### config.mk
export PLATFORM = sky130hd
export DESIGN_NAME = ddcp_regs
export DESIGN_NICKNAME = d
export VERILOG_FILES = /design/src/rtl/ddcp_pkg.sv /design/src/rtl/ddcp_regs.sv
export SDC_FILE = /design/constraint.sdc
export NUM_CORES = 1
export LEC_CHECK = 0
export BUFFER_PORTS_ARGS = -buffer_cell sky130_fd_sc_hd__buf_4
export CORE_ASPECT_RATIO = 1.1
export CORE_UTILIZATION = 30
export CTS_CLUSTER_SIZE = 12
export DETAILED_ROUTE_END_ITERATION = 8
export GPL_TIMING_DRIVEN = 0
export HOLD_SLACK_MARGIN = 0.06
export PLACE_DENSITY = 0.64
export SYNTH_ARGS = -nofsm -noshare
export SYNTH_HDL_FRONTEND = slang
export SYNTH_SLANG_ARGS = --single-unit
export TNS_END_PERCENT = 50
### constraint.sdc
create_clock -name core_clk -period 2.9 [get_ports core_clk]
set_input_delay 0.29 -clock core_clk [delete_from_list [all_inputs] [get_ports core_clk]]
set_output_delay 0.29 -clock core_clk [all_outputs]
set_load 0.02 [all_outputs]
### src/rtl/ddcp_pkg.sv
// Constants, field layouts and carrier types for the configuration page registers.
// Assumes a single core clock domain; all users reference items as ddcp_pkg::name.
`default_nettype none
package ddcp_pkg;
    // Register offsets in the command address space
    localparam logic [7:0] REG_CLK_HI  = 8'hF6;
    localparam logic [7:0] REG_CLK_LO  = 8'hF7;
    localparam logic [7:0] REG_I2C     = 8'hF8;
    localparam logic [7:0] REG_PIX     = 8'hF9;
    localparam logic [7:0] REG_RELOAD  = 8'hFB;
    localparam logic [7:0] REG_STATUS  = 8'hFE;
    localparam logic [7:0] REG_PAGE    = 8'hFF;

    // Field positions
    localparam int         CLK_SEL_BIT = 0;
    localparam int         FREQ_HI_LSB = 4;

    // Reset values
    localparam logic        CLK_SEL_RST  = 1'b0;
    localparam logic [11:0] CLK_FREQ_RST = 12'h578;
    localparam logic [6:0]  I2C_ADDR_RST = 7'h00;
    localparam logic [1:0]  PIX_FMT_RST  = 2'h0;
    localparam logic        RELOAD_RST   = 1'b0;
    localparam logic [7:0]  RD_IDLE      = 8'h00;

    // Address always answered on the serial bus
    localparam logic [6:0]  I2C_GLOBAL_ADDR = 7'h00;
    // Highest legal page select value
    localparam logic [7:0]  PAGE_VAL_MAX    = 8'h05;

    // External clock range and scale of the frequency code
    localparam int          FREQ_MIN_MHZ  = 9;
    localparam int          FREQ_MAX_MHZ  = 40;
    localparam int          FREQ_SCALE    = 100;
    localparam logic [11:0] FREQ_CODE_MIN = 12'(FREQ_MIN_MHZ * FREQ_SCALE);
    localparam logic [11:0] FREQ_CODE_MAX = 12'(FREQ_MAX_MHZ * FREQ_SCALE);

    // Component widening modes
    localparam logic [1:0]  WIDEN_REPEAT = 2'h0;
    localparam logic [1:0]  WIDEN_ZERO   = 2'h1;
    localparam logic [1:0]  WIDEN_ONE    = 2'h2;

    // Incoming pixel packing
    typedef enum logic [1:0] {
        FMT_565 = 2'h0,
        FMT_666 = 2'h1,
        FMT_888 = 2'h2
    } ddcp_fmt_t;

    // Register page, one-hot; the code is also the status readback
    typedef enum logic [5:0] {
        PG_SET1 = 6'h01,
        PG_P0   = 6'h02,
        PG_P1   = 6'h04,
        PG_P2   = 6'h08,
        PG_P3   = 6'h10,
        PG_P4   = 6'h20
    } ddcp_page_t;

    typedef struct packed {
        logic [7:0] r;
        logic [7:0] g;
        logic [7:0] b;
    } ddcp_pixel_t;

    typedef struct packed {
        logic       write;
        logic [7:0] addr;
        logic [7:0] data;
    } ddcp_cmd_t;

    // Nonvolatile image of the reloadable registers
    typedef struct packed {
        logic        valid;
        logic        clk_sel;
        logic [11:0] freq;
        logic [1:0]  pix_fmt;
    } ddcp_nv_t;
endpackage
`default_nettype wire

### src/rtl/ddcp_regs.sv
// Configuration page register bank: clock source, target address, pixel widening,
// sleep-exit reload and page select. Assumes command strobes come from the serial
// command decoder in the core clock domain and pixels arrive synchronous to it.
`default_nettype none

// Functional notes
// - Clock source select 0 uses internal oscillator, 1 uses the external clock.
// - Frequency code holds 100 times external MHz; accepted range 9 to 40 MHz.
// - Mode 00 widens components by repeating their upper bits.
// - Mode 01 widens components by appending zero bits.
// - Mode 10 widens components by appending one bits.
// - 24-bit pixels pass unchanged; mode 11 is not a valid setting (the bank stores it and widens as mode 00, repeating upper bits).
// - Reload bit 0 restores clock select, frequency code and widening mode on sleep exit; 1 keeps them.
// - After reset, reloadable registers take nonvolatile value else default.
// - Status readback is one-hot: bit 0 set one, bits 1-5 pages 0-4.
// - Page select 00h is set one, 01h to 05h set-two pages 0 to 4.
// - Page select takes effect at once for following accesses.
module ddcp_regs (
    input  wire logic                 core_clk,
    input  wire logic                 rst,
    input  wire logic                 cmd_valid,
    input  wire ddcp_pkg::ddcp_cmd_t  cmd,
    input  wire logic                 i2c_addr_valid,
    input  wire logic [6:0]           i2c_addr,
    input  wire logic                 soft_reset,
    input  wire logic                 sleep_exit,
    input  wire ddcp_pkg::ddcp_nv_t   nv,
    input  wire logic                 pix_valid,
    input  wire ddcp_pkg::ddcp_fmt_t  pix_fmt,
    input  wire ddcp_pkg::ddcp_pixel_t pix_in,
    output logic                      rd_valid,
    output logic [7:0]                rd_data,
    output logic                      i2c_addr_ack,
    output logic                      ext_clock_select,
    output logic [11:0]               ext_clock_freq_code,
    output logic                      ext_clock_freq_ok,
    output ddcp_pkg::ddcp_page_t      cur_page,
    output logic                      pix_out_valid,
    output ddcp_pkg::ddcp_pixel_t     pix_out
);

    // Page decode of a select value
    function automatic ddcp_pkg::ddcp_page_t page_decode(input logic [7:0] v);
        unique case (v)
            8'h00:   page_decode = ddcp_pkg::PG_SET1;
            8'h01:   page_decode = ddcp_pkg::PG_P0;
            8'h02:   page_decode = ddcp_pkg::PG_P1;
            8'h03:   page_decode = ddcp_pkg::PG_P2;
            8'h04:   page_decode = ddcp_pkg::PG_P3;
            8'h05:   page_decode = ddcp_pkg::PG_P4;
            default: page_decode = ddcp_pkg::PG_SET1;
        endcase
    endfunction

    // Widen a 5-bit component held in c[4:0]
    function automatic logic [7:0] widen5(input logic [7:0] c, input logic [1:0] mode);
        unique case (mode)
            ddcp_pkg::WIDEN_ZERO: widen5 = {c[4:0], 3'h0};
            ddcp_pkg::WIDEN_ONE:  widen5 = {c[4:0], 3'h7};
            default:              widen5 = {c[4:0], c[4:2]};
        endcase
    endfunction

    // Widen a 6-bit component held in c[5:0]
    function automatic logic [7:0] widen6(input logic [7:0] c, input logic [1:0] mode);
        unique case (mode)
            ddcp_pkg::WIDEN_ZERO: widen6 = {c[5:0], 2'h0};
            ddcp_pkg::WIDEN_ONE:  widen6 = {c[5:0], 2'h3};
            default:              widen6 = {c[5:0], c[5:4]};
        endcase
    endfunction

    logic                 clk_sel_q,  clk_sel_d;
    logic [11:0]          freq_q,     freq_d;
    logic                 freq_ok_q,  freq_ok_d;
    logic [6:0]           i2c_q,      i2c_d;
    logic [1:0]           pix_mode_q, pix_mode_d;
    logic                 reload_q,   reload_d;
    logic                 load_q,     load_d;
    ddcp_pkg::ddcp_page_t page_q,     page_d;
    logic                 wr_set1;

    // Configuration state: host writes, page switching, reset and sleep-exit reloads
    always_comb begin
        clk_sel_d  = clk_sel_q;
        freq_d     = freq_q;
        i2c_d      = i2c_q;
        pix_mode_d = pix_mode_q;
        reload_d   = reload_q;
        page_d     = page_q;
        load_d     = 1'b0;
        wr_set1    = cmd_valid && cmd.write && (page_q == ddcp_pkg::PG_SET1);
        if (cmd_valid && cmd.write && cmd.addr == ddcp_pkg::REG_PAGE &&
            cmd.data <= ddcp_pkg::PAGE_VAL_MAX) begin
            page_d = page_decode(cmd.data);
        end
        if (wr_set1) begin
            unique case (cmd.addr)
                ddcp_pkg::REG_CLK_HI: begin
                    clk_sel_d    = cmd.data[ddcp_pkg::CLK_SEL_BIT];
                    freq_d[11:8] = cmd.data[ddcp_pkg::FREQ_HI_LSB +: 4];
                end
                ddcp_pkg::REG_CLK_LO: freq_d[7:0] = cmd.data;
                ddcp_pkg::REG_I2C:    i2c_d       = cmd.data[6:0];
                ddcp_pkg::REG_PIX:    pix_mode_d  = cmd.data[1:0];
                ddcp_pkg::REG_RELOAD: reload_d    = cmd.data[0];
                default: ;
            endcase
        end
        // Pending reload overrides a host write of clock select, frequency code or widening mode in the same cycle
        if (load_q) begin
            clk_sel_d  = nv.valid ? nv.clk_sel : ddcp_pkg::CLK_SEL_RST;
            freq_d     = nv.valid ? nv.freq    : ddcp_pkg::CLK_FREQ_RST;
            pix_mode_d = nv.valid ? nv.pix_fmt : ddcp_pkg::PIX_FMT_RST;
        end
        if (sleep_exit && !reload_q) begin
            load_d = 1'b1;
        end
        if (soft_reset) begin
            i2c_d    = ddcp_pkg::I2C_ADDR_RST;
            reload_d = ddcp_pkg::RELOAD_RST;
            page_d   = ddcp_pkg::PG_SET1;
            load_d   = 1'b1;
        end
        freq_ok_d = (freq_d >= ddcp_pkg::FREQ_CODE_MIN) &&
                    (freq_d <= ddcp_pkg::FREQ_CODE_MAX);
    end

    // Reset leaves a load pending so the nonvolatile image is taken after release
    always_ff @(posedge core_clk or posedge rst) begin
        if (rst) begin
            clk_sel_q  <= ddcp_pkg::CLK_SEL_RST;
            freq_q     <= ddcp_pkg::CLK_FREQ_RST;
            freq_ok_q  <= 1'b1;
            i2c_q      <= ddcp_pkg::I2C_ADDR_RST;
            pix_mode_q <= ddcp_pkg::PIX_FMT_RST;
            reload_q   <= ddcp_pkg::RELOAD_RST;
            load_q     <= 1'b1;
            page_q     <= ddcp_pkg::PG_SET1;
        end else begin
            clk_sel_q  <= clk_sel_d;
            freq_q     <= freq_d;
            freq_ok_q  <= freq_ok_d;
            i2c_q      <= i2c_d;
            pix_mode_q <= pix_mode_d;
            reload_q   <= reload_d;
            load_q     <= load_d;
            page_q     <= page_d;
        end
    end

    logic       rd_valid_q, rd_valid_d;
    logic [7:0] rd_data_q,  rd_data_d;
    logic       ack_q,      ack_d;

    // Read answers and serial address match
    always_comb begin
        rd_valid_d = cmd_valid && !cmd.write;
        rd_data_d  = ddcp_pkg::RD_IDLE;
        if (cmd_valid && !cmd.write) begin
            if (cmd.addr == ddcp_pkg::REG_STATUS) begin
                rd_data_d = {2'h0, page_q};
            end else if (page_q == ddcp_pkg::PG_SET1) begin
                unique case (cmd.addr)
                    ddcp_pkg::REG_CLK_HI: rd_data_d = {freq_q[11:8], 3'h0, clk_sel_q};
                    ddcp_pkg::REG_CLK_LO: rd_data_d = freq_q[7:0];
                    ddcp_pkg::REG_I2C:    rd_data_d = {1'b0, i2c_q};
                    ddcp_pkg::REG_PIX:    rd_data_d = {6'h00, pix_mode_q};
                    ddcp_pkg::REG_RELOAD: rd_data_d = {7'h00, reload_q};
                    default:              rd_data_d = ddcp_pkg::RD_IDLE;
                endcase
            end
        end
        ack_d = i2c_addr_valid && (i2c_addr == ddcp_pkg::I2C_GLOBAL_ADDR ||
                                   i2c_addr == i2c_q);
    end

    // Response registers
    always_ff @(posedge core_clk or posedge rst) begin
        if (rst) begin
            rd_valid_q <= 1'b0;
            rd_data_q  <= ddcp_pkg::RD_IDLE;
            ack_q      <= 1'b0;
        end else begin
            rd_valid_q <= rd_valid_d;
            rd_data_q  <= rd_data_d;
            ack_q      <= ack_d;
        end
    end

    logic                  pv_q, pv_d;
    ddcp_pkg::ddcp_pixel_t px_q, px_d;

    // Pixel component widening, one cycle latency
    always_comb begin
        pv_d = pix_valid;
        px_d = px_q;
        if (pix_valid) begin
            unique case (pix_fmt)
                ddcp_pkg::FMT_565: begin
                    px_d.r = widen5(pix_in.r, pix_mode_q);
                    px_d.g = widen6(pix_in.g, pix_mode_q);
                    px_d.b = widen5(pix_in.b, pix_mode_q);
                end
                ddcp_pkg::FMT_666: begin
                    px_d.r = widen6(pix_in.r, pix_mode_q);
                    px_d.g = widen6(pix_in.g, pix_mode_q);
                    px_d.b = widen6(pix_in.b, pix_mode_q);
                end
                default: px_d = pix_in;
            endcase
        end
    end

    // Pixel output registers
    always_ff @(posedge core_clk or posedge rst) begin
        if (rst) begin
            pv_q <= 1'b0;
            px_q <= '0;
        end else begin
            pv_q <= pv_d;
            px_q <= px_d;
        end
    end

    // Outputs straight from flip-flops
    assign rd_valid            = rd_valid_q;
    assign rd_data             = rd_data_q;
    assign i2c_addr_ack        = ack_q;
    assign ext_clock_select    = clk_sel_q;
    assign ext_clock_freq_code = freq_q;
    assign ext_clock_freq_ok   = freq_ok_q;
    assign cur_page            = page_q;
    assign pix_out_valid       = pv_q;
    assign pix_out             = px_q;
endmodule
`default_nettype wire

==> results of run 1 <==
power breakdown:
part	internal, mW	switching (mW)
Combinational	0.229	0.276
Sequential	0.992	0.0446
Clock	0.624	0.381
path summary, 6_finish.rpt:
kind,cells after the start,from,slack (ps),end
setup / recovery,8,cur_page[4],150,ext_clock_freq_ok
hold / removal,1,pix_valid,80,pix_out_valid
setup reg to reg,8,cur_page[4],150,ext_clock_freq_ok
hold reg to reg,2,cur_page[0],480,cur_page[0]
max in group asynchronous,2,rst,2210,pix_out[21]
min in group asynchronous,2,rst,130,i2c_addr_ack
layout make-up:
type                            instances  area share [%]
Clock inverter                          2           0.249
Multi-Input combinational cell        279            36.1
Clock buffer                           14            5.24
Buffer                                 25            2.39
Inverter                               10           0.795
Sequential cell                        66            33.0
Timing Repair Buffer                  124            18.4
Tap cell                              150            3.73
what timing repair did:
action | in CTS | in global routing
pin swaps | 0 | 1
endpoints found under the setup margin | 1 | 1
setup buffers | 0 | 0
resized for setup | 1 | 0
cells by family after synthesis:
family | share of synthesized area, %
muxes | 14.4
buffers and inverters | 4.34
adders and majority gates | 0.345
DFF | 45.8
and+or+nand+nor | 19.4
AOI/OAI and AO/OA | 14.0
xor gates and xnor gates | 1.69
synthesized netlist by cell type (2+ instances only):
| cell | count | area, sq um |
|---|---|---|
| sky130_fd_sc_hd__buf_4 | 2 | 15.0 |
| sky130_fd_sc_hd__nand2_1 | 32 | 120 |
| sky130_fd_sc_hd__or2_2 | 2 | 12.5 |
| sky130_fd_sc_hd__nor3_1 | 13 | 65.1 |
| sky130_fd_sc_hd__mux2_2 | 13 | 146 |
| sky130_fd_sc_hd__nor2_1 | 42 | 158 |
| sky130_fd_sc_hd__a22oi_1 | 3 | 22.5 |
| sky130_fd_sc_hd__a22o_1 | 5 | 43.8 |
| sky130_fd_sc_hd__nand3_1 | 11 | 55.1 |
| sky130_fd_sc_hd__nand2b_1 | 2 | 12.5 |
| sky130_fd_sc_hd__or4_4 | 2 | 22.5 |
| sky130_fd_sc_hd__a31oi_1 | 2 | 12.5 |
| sky130_fd_sc_hd__dfrtp_1 | 57 | 1430 |
| sky130_fd_sc_hd__xnor2_1 | 4 | 35.0 |
| sky130_fd_sc_hd__o21ai_0 | 27 | 135 |
| sky130_fd_sc_hd__a211oi_1 | 6 | 45.0 |
| sky130_fd_sc_hd__buf_2 | 3 | 15.0 |
| sky130_fd_sc_hd__buf_6 | 2 | 22.5 |
| sky130_fd_sc_hd__nand3b_1 | 3 | 22.5 |
| sky130_fd_sc_hd__mux2i_1 | 36 | 360 |
| sky130_fd_sc_hd__nor3b_1 | 4 | 30.0 |
| sky130_fd_sc_hd__dfstp_2 | 9 | 236 |
| sky130_fd_sc_hd__or3_1 | 4 | 25.0 |
| sky130_fd_sc_hd__inv_1 | 10 | 37.5 |
| sky130_fd_sc_hd__a21o_1 | 2 | 15.0 |
| sky130_fd_sc_hd__a21oi_1 | 34 | 170 |
| sky130_fd_sc_hd__xor2_1 | 3 | 26.3 |
| sky130_fd_sc_hd__nand4_1 | 3 | 18.8 |
| sky130_fd_sc_hd__nor4_1 | 3 | 18.8 |
| sky130_fd_sc_hd__clkbuf_1 | 17 | 63.8 |
worst register-to-register path, delay by kind of cell (launching register included):
family / cells / cell delay, ps
flip-flops: 1 / 430
AO/OA/AOI/OAI: 1 / 160
AND/OR/NAND/NOR: 6 / 1890
buffers and inverters: 1 / 210
state kept, by name (all words and copies together) (netlist names):
register             flops
ext_clock_freq_code     12
ext_clock_freq_ok        1
load_q                   1
reload_q                 1
pix_out_valid            1
ext_clock_select         1
pix_out                 24
pix_mode_q               2
rd_valid                 1
i2c_q                    7
rd_data                  8
cur_page                 6
i2c_addr_ack             1
metal layers:
layer | up-vias | global-route usage, % | wire, um
met5 | - | 0 | 0
met4 | 0 | 6.25 | 217
met3 | 17 | 3.11 | 560
met2 | 137 | 28.6 | 5050
met1 | 1631 | 20.9 | 4600
li1 | 1624 | - | -
through the flow:
stage	cells	hold slack, ps
final	670	84.4
after CTS	669	67.2
after global placement	653	411
after detailed placement	653	411
after floorplan	380	321
after global routing	670	70.0
==> impl_metrics.yaml, run 1 <==
run_status:
  outcome: "complete, no violations"
cts:
  tritoncts_num_sinks: 66
  clk_transition_reported_paths_ps: 60
  clock_tree.htree_level_count: 3
  cts_made_buffers: 9
  holdBufCountCts: 0
  clock-root-buffer: "sky130_fd_sc_hd__clkbuf_16"
  cts_max_path_buffers: 2
  worstSkewPairLatency_ps: 320
  clock_tree_from_tritoncts: "built"
detailed_routing:
  routed_via_density: 5.09
  remaining_drc_errors: 0
  drtPass1Iterations: 4
  dr.first_iter.drc_count: 146
  drt.antenna.violating_nets: 0
  wirelength_um: 10400
  num_vias: 3409
  wl_per_cell_um: 15.6
logic_synthesis:
  yosysWarningCount: 0
  synth-seq-area-share_pct: 45.8
  postSynth.asyncResetShare_pct: 100
  synth_seq_cells: 66
  post_synthesis_net_count: 454
  synth.avg_cell_area_sq_um: 9.55
  syn-instance-count: 380
  post_synth_num_cell_types: 54
  synthesis.area_sq_um: 3630
  synthFlopType: "sky130_fd_sc_hd__dfrtp_1"
  synth_enable_flop_cells: 0
worst_setup_path:
  critical_path.top_delay_family: "simple AND/OR/NAND/NOR gates"
  critPathArrivalTime_ps: 3010
  capturing_element_type_of_the_critical_path: "flop"
  buffers_plus_inverters_on_the_worst_setup_path: 1
  start_kind: "flop"
  max_stage_delay_ps: 610
  cpMaxStageDelayCell: "sky130_fd_sc_hd__or4bb_1"
  cp.required_ps: 3160
  path_cells: "or4bb_1 > nor4_4 > buf_6 > nor3b_2 > nor3_1 > or4_4 > nor3_2 > a2bb2oi_2"
  crit_fanout: 10
  worstSetupPathType: "reg2reg"
global_route:
  via_count_of_the_first_global_routing_pass: 3288
  wire_length_of_the_first_global_routing_pass_um: 16500
  grt_remaining_overflow: 0
  grt_util_all_layers_pct: 16.8
  grt_start_max_net_pins: 67
  antenna_found_initial: 0
pwr:
  power_density_nw_per_um2: 506
  power.static_leakage_nw: 2.29
  vdd_ir_drop_max_mv: 0.190
  report.power.total_mw: 2.55
finish:
  area_growth_pct: 38.7
  multiInputGateArea_sq_um: 1820
  layout-drive-gt1-share_pct: 34.8
  final_cell_mix: "sky130_fd_sc_hd__buf_4 (125), sky130_fd_sc_hd__dfrtp_1 (57), sky130_fd_sc_hd__nor2_1 (42)"
  nFillCells: 1137
  fin_nets: 589
  sequential_cell_area_sq_um: 1660
  antennaDiodeCount: 0
  finish.instance_area_sq_um: 5030
  fin_util_pct: 43.2
  layout_commonest_cell: "sky130_fd_sc_hd__buf_4"
placed_design:
  place_congestion: 0.893
  preCtsSetupSlack_ps: -44.7
  portBuffers: 123
  dpl-instance-area_sq_um: 4740
  hpwlAfterDp_um: 8090
timing:
  setup_ws_ps: 149
  setup_total_negative_slack_ps: 0
  fmax_ghz: 0.364
  finalHoldViolations: 0
  drv_slew: 0
  fin_crit_sh_pct: 94.9
  setup_viol: 0
  final_period_minus_worst_setup_slack_ps: 2750
  rsz0062_at_grt: "no"
  max_slew_margin_pct: 31.0
  fin_skew_ps: 9.01
  max_slew.worst_pin.slew_ps: 1030
floorplan:
  fp-row-count: 41
  floorplan.initialDensity_pct: 31.2
  horizontal_die_dimension_um: 107
  floorplan.io_pins: 128
  core_area_sq_um: 11600
  chipHeight_um: 117
  die_area_sq_um: 12500
job:
  drv.max_cap_violation_count: 0
min_path:
  hold_crit_class: "in2reg"
No activity file was read; power rests on OpenSTA's default activity.
==> run 2: changes to the inputs <==
--- a/config.mk
+++ b/config.mk
@@ -7,7 +7,9 @@
 export LEC_CHECK = 0
 export BUFFER_PORTS_ARGS = -buffer_cell sky130_fd_sc_hd__buf_4
 export CORE_ASPECT_RATIO = 1.1
+export CORE_MARGIN = 10
 export CORE_UTILIZATION = 30
+export CTS_BUF_LIST = sky130_fd_sc_hd__clkbuf_8
 export CTS_CLUSTER_SIZE = 12
 export DETAILED_ROUTE_END_ITERATION = 8
 export GPL_TIMING_DRIVEN = 0
==> impl_metrics.yaml, run 2 (synthesis gave the netlist of run 1 again) <==
run_status:
  outcome: "complete, no violations"
placed_design:
  hpwlAfterDp_um: 9470
  preCtsSetupSlack_ps: 5.62
  place_congestion: 0.893
  portBuffers: 123
timing:
  setup_viol: 0
  drv_slew: 0
  max_slew_margin_pct: 12.2
  fin_crit_sh_pct: 94.4
  finalHoldViolations: 0
  setup_total_negative_slack_ps: 0
  fmax_ghz: 0.365
  setup_ws_ps: 161
  final_period_minus_worst_setup_slack_ps: 2740
  max_slew.worst_pin.slew_ps: 1300
  rsz0062_at_grt: "no"
  fin_skew_ps: 5.93
cts:
  clk_transition_reported_paths_ps: 70
  cts_max_path_buffers: 2
  post_cts_setup_buffers: 0
  cts_made_buffers: 9
  worstSkewPairLatency_ps: 340
  clock-root-buffer: "sky130_fd_sc_hd__clkbuf_8"
  tritoncts_num_sinks: 66
  clock_tree_from_tritoncts: "built"
  clock_tree.htree_level_count: 3
global_route:
  wire_length_of_the_first_global_routing_pass_um: 19100
  via_count_of_the_first_global_routing_pass: 3664
  antenna_found_initial: 0
  grt_util_all_layers_pct: 13.8
  grt_start_max_net_pins: 67
  grt_remaining_overflow: 0
floorplan:
  floorplan.initialDensity_pct: 30.4
  fp-row-count: 42
  horizontal_die_dimension_um: 125
  core_area_sq_um: 11900
  floorplan.io_pins: 128
  chipHeight_um: 135
  die_area_sq_um: 16900
detailed_routing:
  remaining_drc_errors: 0
  num_vias: 3399
  routed_via_density: 5.04
  dr.first_iter.drc_count: 275
  wl_per_cell_um: 17.7
  drtPass1Iterations: 4
  wirelength_um: 11900
  drt.antenna.violating_nets: 0
pwr:
  vdd_ir_drop_max_mv: 0.250
  report.power.total_mw: 2.31
  power.static_leakage_nw: 2.27
  power_density_nw_per_um2: 467
worst_setup_path:
  capturing_element_type_of_the_critical_path: "flop"
  start_kind: "flop"
  worstSetupPathType: "reg2reg"
  critPathArrivalTime_ps: 3010
  cp.required_ps: 3170
  crit_fanout: 7
finish:
  layout_commonest_cell: "sky130_fd_sc_hd__buf_4"
  fin_nets: 589
  largest_reg_flops: 24
  layout-drive-gt1-share_pct: 34.6
  area_growth_pct: 36.5
  multiInputGateArea_sq_um: 1820
  final_cell_mix: "sky130_fd_sc_hd__buf_4 (125), sky130_fd_sc_hd__dfrtp_1 (57), sky130_fd_sc_hd__nor2_1 (42)"
  nFillCells: 1236
  sequential_cell_area_sq_um: 1660
  antennaDiodeCount: 0
job:
  drv.max_cap_violation_count: 0
min_path:
  hold_crit_class: "in2async"
run 2: changes by cell type in the layout (fill, tap and decap cells not counted):
| cell | change |
|---|---|
| sky130_fd_sc_hd__bufinv_16 | +1 |
| sky130_fd_sc_hd__clkbuf_1 | -3 |
| sky130_fd_sc_hd__clkbuf_16 | -9 |
| sky130_fd_sc_hd__clkbuf_2 | -1 |
| sky130_fd_sc_hd__clkbuf_8 | +8 |
| sky130_fd_sc_hd__clkinv_2 | +1 |
| sky130_fd_sc_hd__clkinvlp_4 | -1 |
| sky130_fd_sc_hd__dlygate4sd3_1 | +1 |
| sky130_fd_sc_hd__inv_1 | +3 |
run 2: final timing paths:
path / cells after the start / to / slack [ps] / start
worst max register to register: 8 / ext_clock_freq_ok / 160 / cur_page[0]
min in group core_clk: 2 / cur_page[5] / 140 / soft_reset
max in group asynchronous: 2 / pix_out[15] / 2220 / rst
worst max-delay path: 8 / ext_clock_freq_ok / 160 / cur_page[0]
worst min register to register: 2 / cur_page[0] / 490 / cur_page[0]
worst min-delay path: 2 / i2c_addr_ack / 110 / rst
run 2: final cells by class:
class / count / share of cell area [%]
clock buffer: 10 / 2.78
buffer: 25 / 2.42
clock inverter: 6 / 1.04
sequential: 66 / 33.6
timing repair buffer: 124 / 18.8
multi-input combinational: 279 / 36.7
inverter: 10 / 0.808
tap: 154 / 3.89
run 2: through the flow:
step / instances / area [sq um] / utilization (%) / hold slack (ps)
floorplan: 380 / 3630 / - / 321
global placement: 657 / 4750 / 39.8 / 411
detailed placement: 657 / 4750 / 39.8 / 421
CTS: 674 / 4960 / 41.5 / 115
global route: 674 / 4960 / 41.5 / 137
finish: 674 / 4960 / 41.5 / 106
run 2: per-layer routing:
layer / global-route usage, % / share of wire, % / wire, um / up-vias
met5: 0 / 0 / 0 / -
met4: 7.30 / 3.4 / 403 / 0
met3: 4.82 / 8.4 / 1000 / 26
met2: 21.4 / 44 / 5210 / 141
met1: 16.7 / 44 / 5310 / 1616
li1: - / - / - / 1616
run 2: report_power, final:
part           switching [mW]  internal (mW)  leakage [nW]
sequential             0.0439          0.990         0.823
combinational           0.286          0.230          1.33
clock                   0.354          0.409         0.110
run 2: repair_timing:
item | 4_1_cts | 5_1_grt
endpoints found under the hold margin | 1 | 0
setup endpoints to repair | 1 | 1
pin swaps | 0 | 1
gates resized for setup | 1 | 0
hold buffers | 1 | 0
run 2: worst max-delay path, cell delays in order, from the launching register on:
cell and delay [ps]:
sky130_fd_sc_hd__dfstp_2 560, sky130_fd_sc_hd__or4b_4 510, sky130_fd_sc_hd__or4_4 530, sky130_fd_sc_hd__buf_6 150, sky130_fd_sc_hd__mux2_4 300, sky130_fd_sc_hd__o22a_1 200, sky130_fd_sc_hd__and3_4 180, sky130_fd_sc_hd__o2111ai_2 60
sky130_fd_sc_hd__a2bb2oi_2 160
==> run 3: changes to the inputs <==
--- a/config.mk
+++ b/config.mk
@@ -14,7 +14,9 @@
 export DETAILED_ROUTE_END_ITERATION = 8
 export GPL_TIMING_DRIVEN = 0
 export HOLD_SLACK_MARGIN = 0.06
+export MAX_ROUTING_LAYER = met4
 export PLACE_DENSITY = 0.64
+export SETUP_SLACK_MARGIN = 0.2
 export SYNTH_ARGS = -nofsm -noshare
 export SYNTH_HDL_FRONTEND = slang
 export SYNTH_SLANG_ARGS = --single-unit
==> impl_metrics.yaml, run 3 (synthesis gave the netlist of run 1 again) <==
run_status:
  outcome: "complete, no violations"
detailed_routing:
  wirelength_um: 12100
  drtPass1Iterations: 4
  routed_via_density: 5.11
  dr.first_iter.drc_count: 264
  remaining_drc_errors: 0
  num_vias: 3477
  drt.antenna.violating_nets: 0
  wl_per_cell_um: 17.8
global_route:
  via_count_of_the_first_global_routing_pass: 3688
  grt_remaining_overflow: 0
  grt_util_all_layers_pct: 14.3
  wire_length_of_the_first_global_routing_pass_um: 19200
  antenna_found_initial: 0
  grt_start_max_net_pins: 67
floorplan:
  die_area_sq_um: 16900
  chipHeight_um: 135
  core_area_sq_um: 11900
  floorplan.initialDensity_pct: 30.4
  horizontal_die_dimension_um: 125
  floorplan.io_pins: 128
  fp-row-count: 42
timing:
  max_slew.worst_pin.slew_ps: 1330
  fin_skew_ps: 5.83
  fin_worst_hold_slack_ps: 105
  setup_viol: 0
  setup_total_negative_slack_ps: 0
  fmax_ghz: 0.371
  finalHoldViolations: 0
  drv_slew: 0
  setup_ws_ps: 206
  fin_crit_sh_pct: 92.9
  final_period_minus_worst_setup_slack_ps: 2690
  max_slew_margin_pct: 10.3
  rsz0062_at_grt: "yes"
worst_setup_path:
  reg2reg_capture_point: "ext_clock_freq_ok"
  crit_fanout: 7
  reg2reg_from: "cur_page[0]"
  critPathArrivalTime_ps: 2970
  capturing_element_type_of_the_critical_path: "flop"
  max_stage_delay_ps: 540
  start_kind: "flop"
  rrSetupSlack_ps: 210
  cpMaxStageDelayCell: "sky130_fd_sc_hd__dfstp_2"
  path_cells: "or4b_4 > or4_4 > buf_6 > mux2_4 > o22a_1 > and3_4 > o2111ai_2 > a2bb2oi_2"
  cp.required_ps: 3180
  worst_r2r_path_depth: 8
  worstSetupPathType: "reg2reg"
pwr:
  vdd_ir_drop_max_mv: 0.250
  power_density_nw_per_um2: 461
  report.power.total_mw: 2.32
  power.static_leakage_nw: 2.30
placed_design:
  hpwlAfterDp_um: 9470
  place_congestion: 0.908
  preCtsSetupSlack_ps: 5.62
  portBuffers: 123
finish:
  final_cell_mix: "sky130_fd_sc_hd__buf_4 (131), sky130_fd_sc_hd__dfrtp_1 (57), sky130_fd_sc_hd__nor2_1 (42)"
  fin_nets: 595
  largest_reg_flops: 24
  antennaDiodeCount: 0
  area_growth_pct: 38.6
  layout_commonest_cell: "sky130_fd_sc_hd__buf_4"
  fin_util_pct: 42.2
  layout-drive-gt1-share_pct: 36.3
cts:
  tritoncts_num_sinks: 66
  clock_tree_from_tritoncts: "built"
  cts_made_buffers: 9
  clk_transition_reported_paths_ps: 70
  worstSkewPairLatency_ps: 340
  clock-root-buffer: "sky130_fd_sc_hd__clkbuf_8"
  cts_max_path_buffers: 2
  clock_tree.htree_level_count: 3
min_path:
  hold_crit_class: "in2async"
job:
  drv.max_cap_violation_count: 0
==> run 3: area by class of cell <==
class | count | area, sq um
clock inverter | 6 | 51.3
timing repair buffer | 130 | 978
sequential | 66 | 1660
clock buffer | 10 | 138
buffer | 25 | 120
tap | 154 | 193
inverter | 10 | 40.0
multi-input combinational | 279 | 1850
fill | 1227 | 6900
==> run 3: how the worst max path moves through the flow <==
| stage | start | end | slack, ps |
|---|---|---|---|
| final | cur_page[0] | ext_clock_freq_ok | 210 |
| after global routing | cur_page[0] | ext_clock_freq_ok | 130 |
| after CTS | cur_page[0] | ext_clock_freq_ok | 210 |
| after detailed placement | cur_page[0] | ext_clock_freq_ok | 6 |
| after global placement | cur_page[0] | ext_clock_freq_ok | 10 |
| after floorplan | cur_page[0] | ext_clock_freq_ok | 260 |
==> run 3: critical path: cells and delay by family (launching register included) <==
kind / cells / cell delay [ps]
AO/OA/AOI/OAI: 3 / 410
flip-flops: 1 / 540
AND/OR/NAND/NOR: 3 / 1230
multiplexers: 1 / 290
buffers and inverters: 1 / 150
==> run 3: metal layers <==
metal | GRT usage, % | routed length [um]
met5 | - | 0
met3 | 3.56 | 789
met2 | 21.7 | 5300
met1 | 17.6 | 5580
met4 | 7.04 | 411
==> run 3: timing repair <==
item,4_1_cts,5_1_grt
buffers inserted,3,3
cloned,0,0
resized for setup,2,6
hold buffers,1,0
pin swaps,2,2
hold endpoints to repair,1,0
endpoints found under the setup margin,1,1
==> run 3: stage by stage <==
step / cell area, sq um / instances
finish: 5030 / 680
global route: 5030 / 680
CTS: 4980 / 677
detailed placement: 4750 / 657
global placement: 4750 / 657
floorplan: 3630 / 380
==> run 3: where the power goes <==
| part | internal [mW] | switching (mW) | leakage, nW |
|---|---|---|---|
| sequential | 0.990 | 0.0437 | 0.823 |
| clock | 0.409 | 0.358 | 0.110 |
| combinational | 0.232 | 0.289 | 1.37 |
| total | 1.63 | 0.690 | 2.30 |
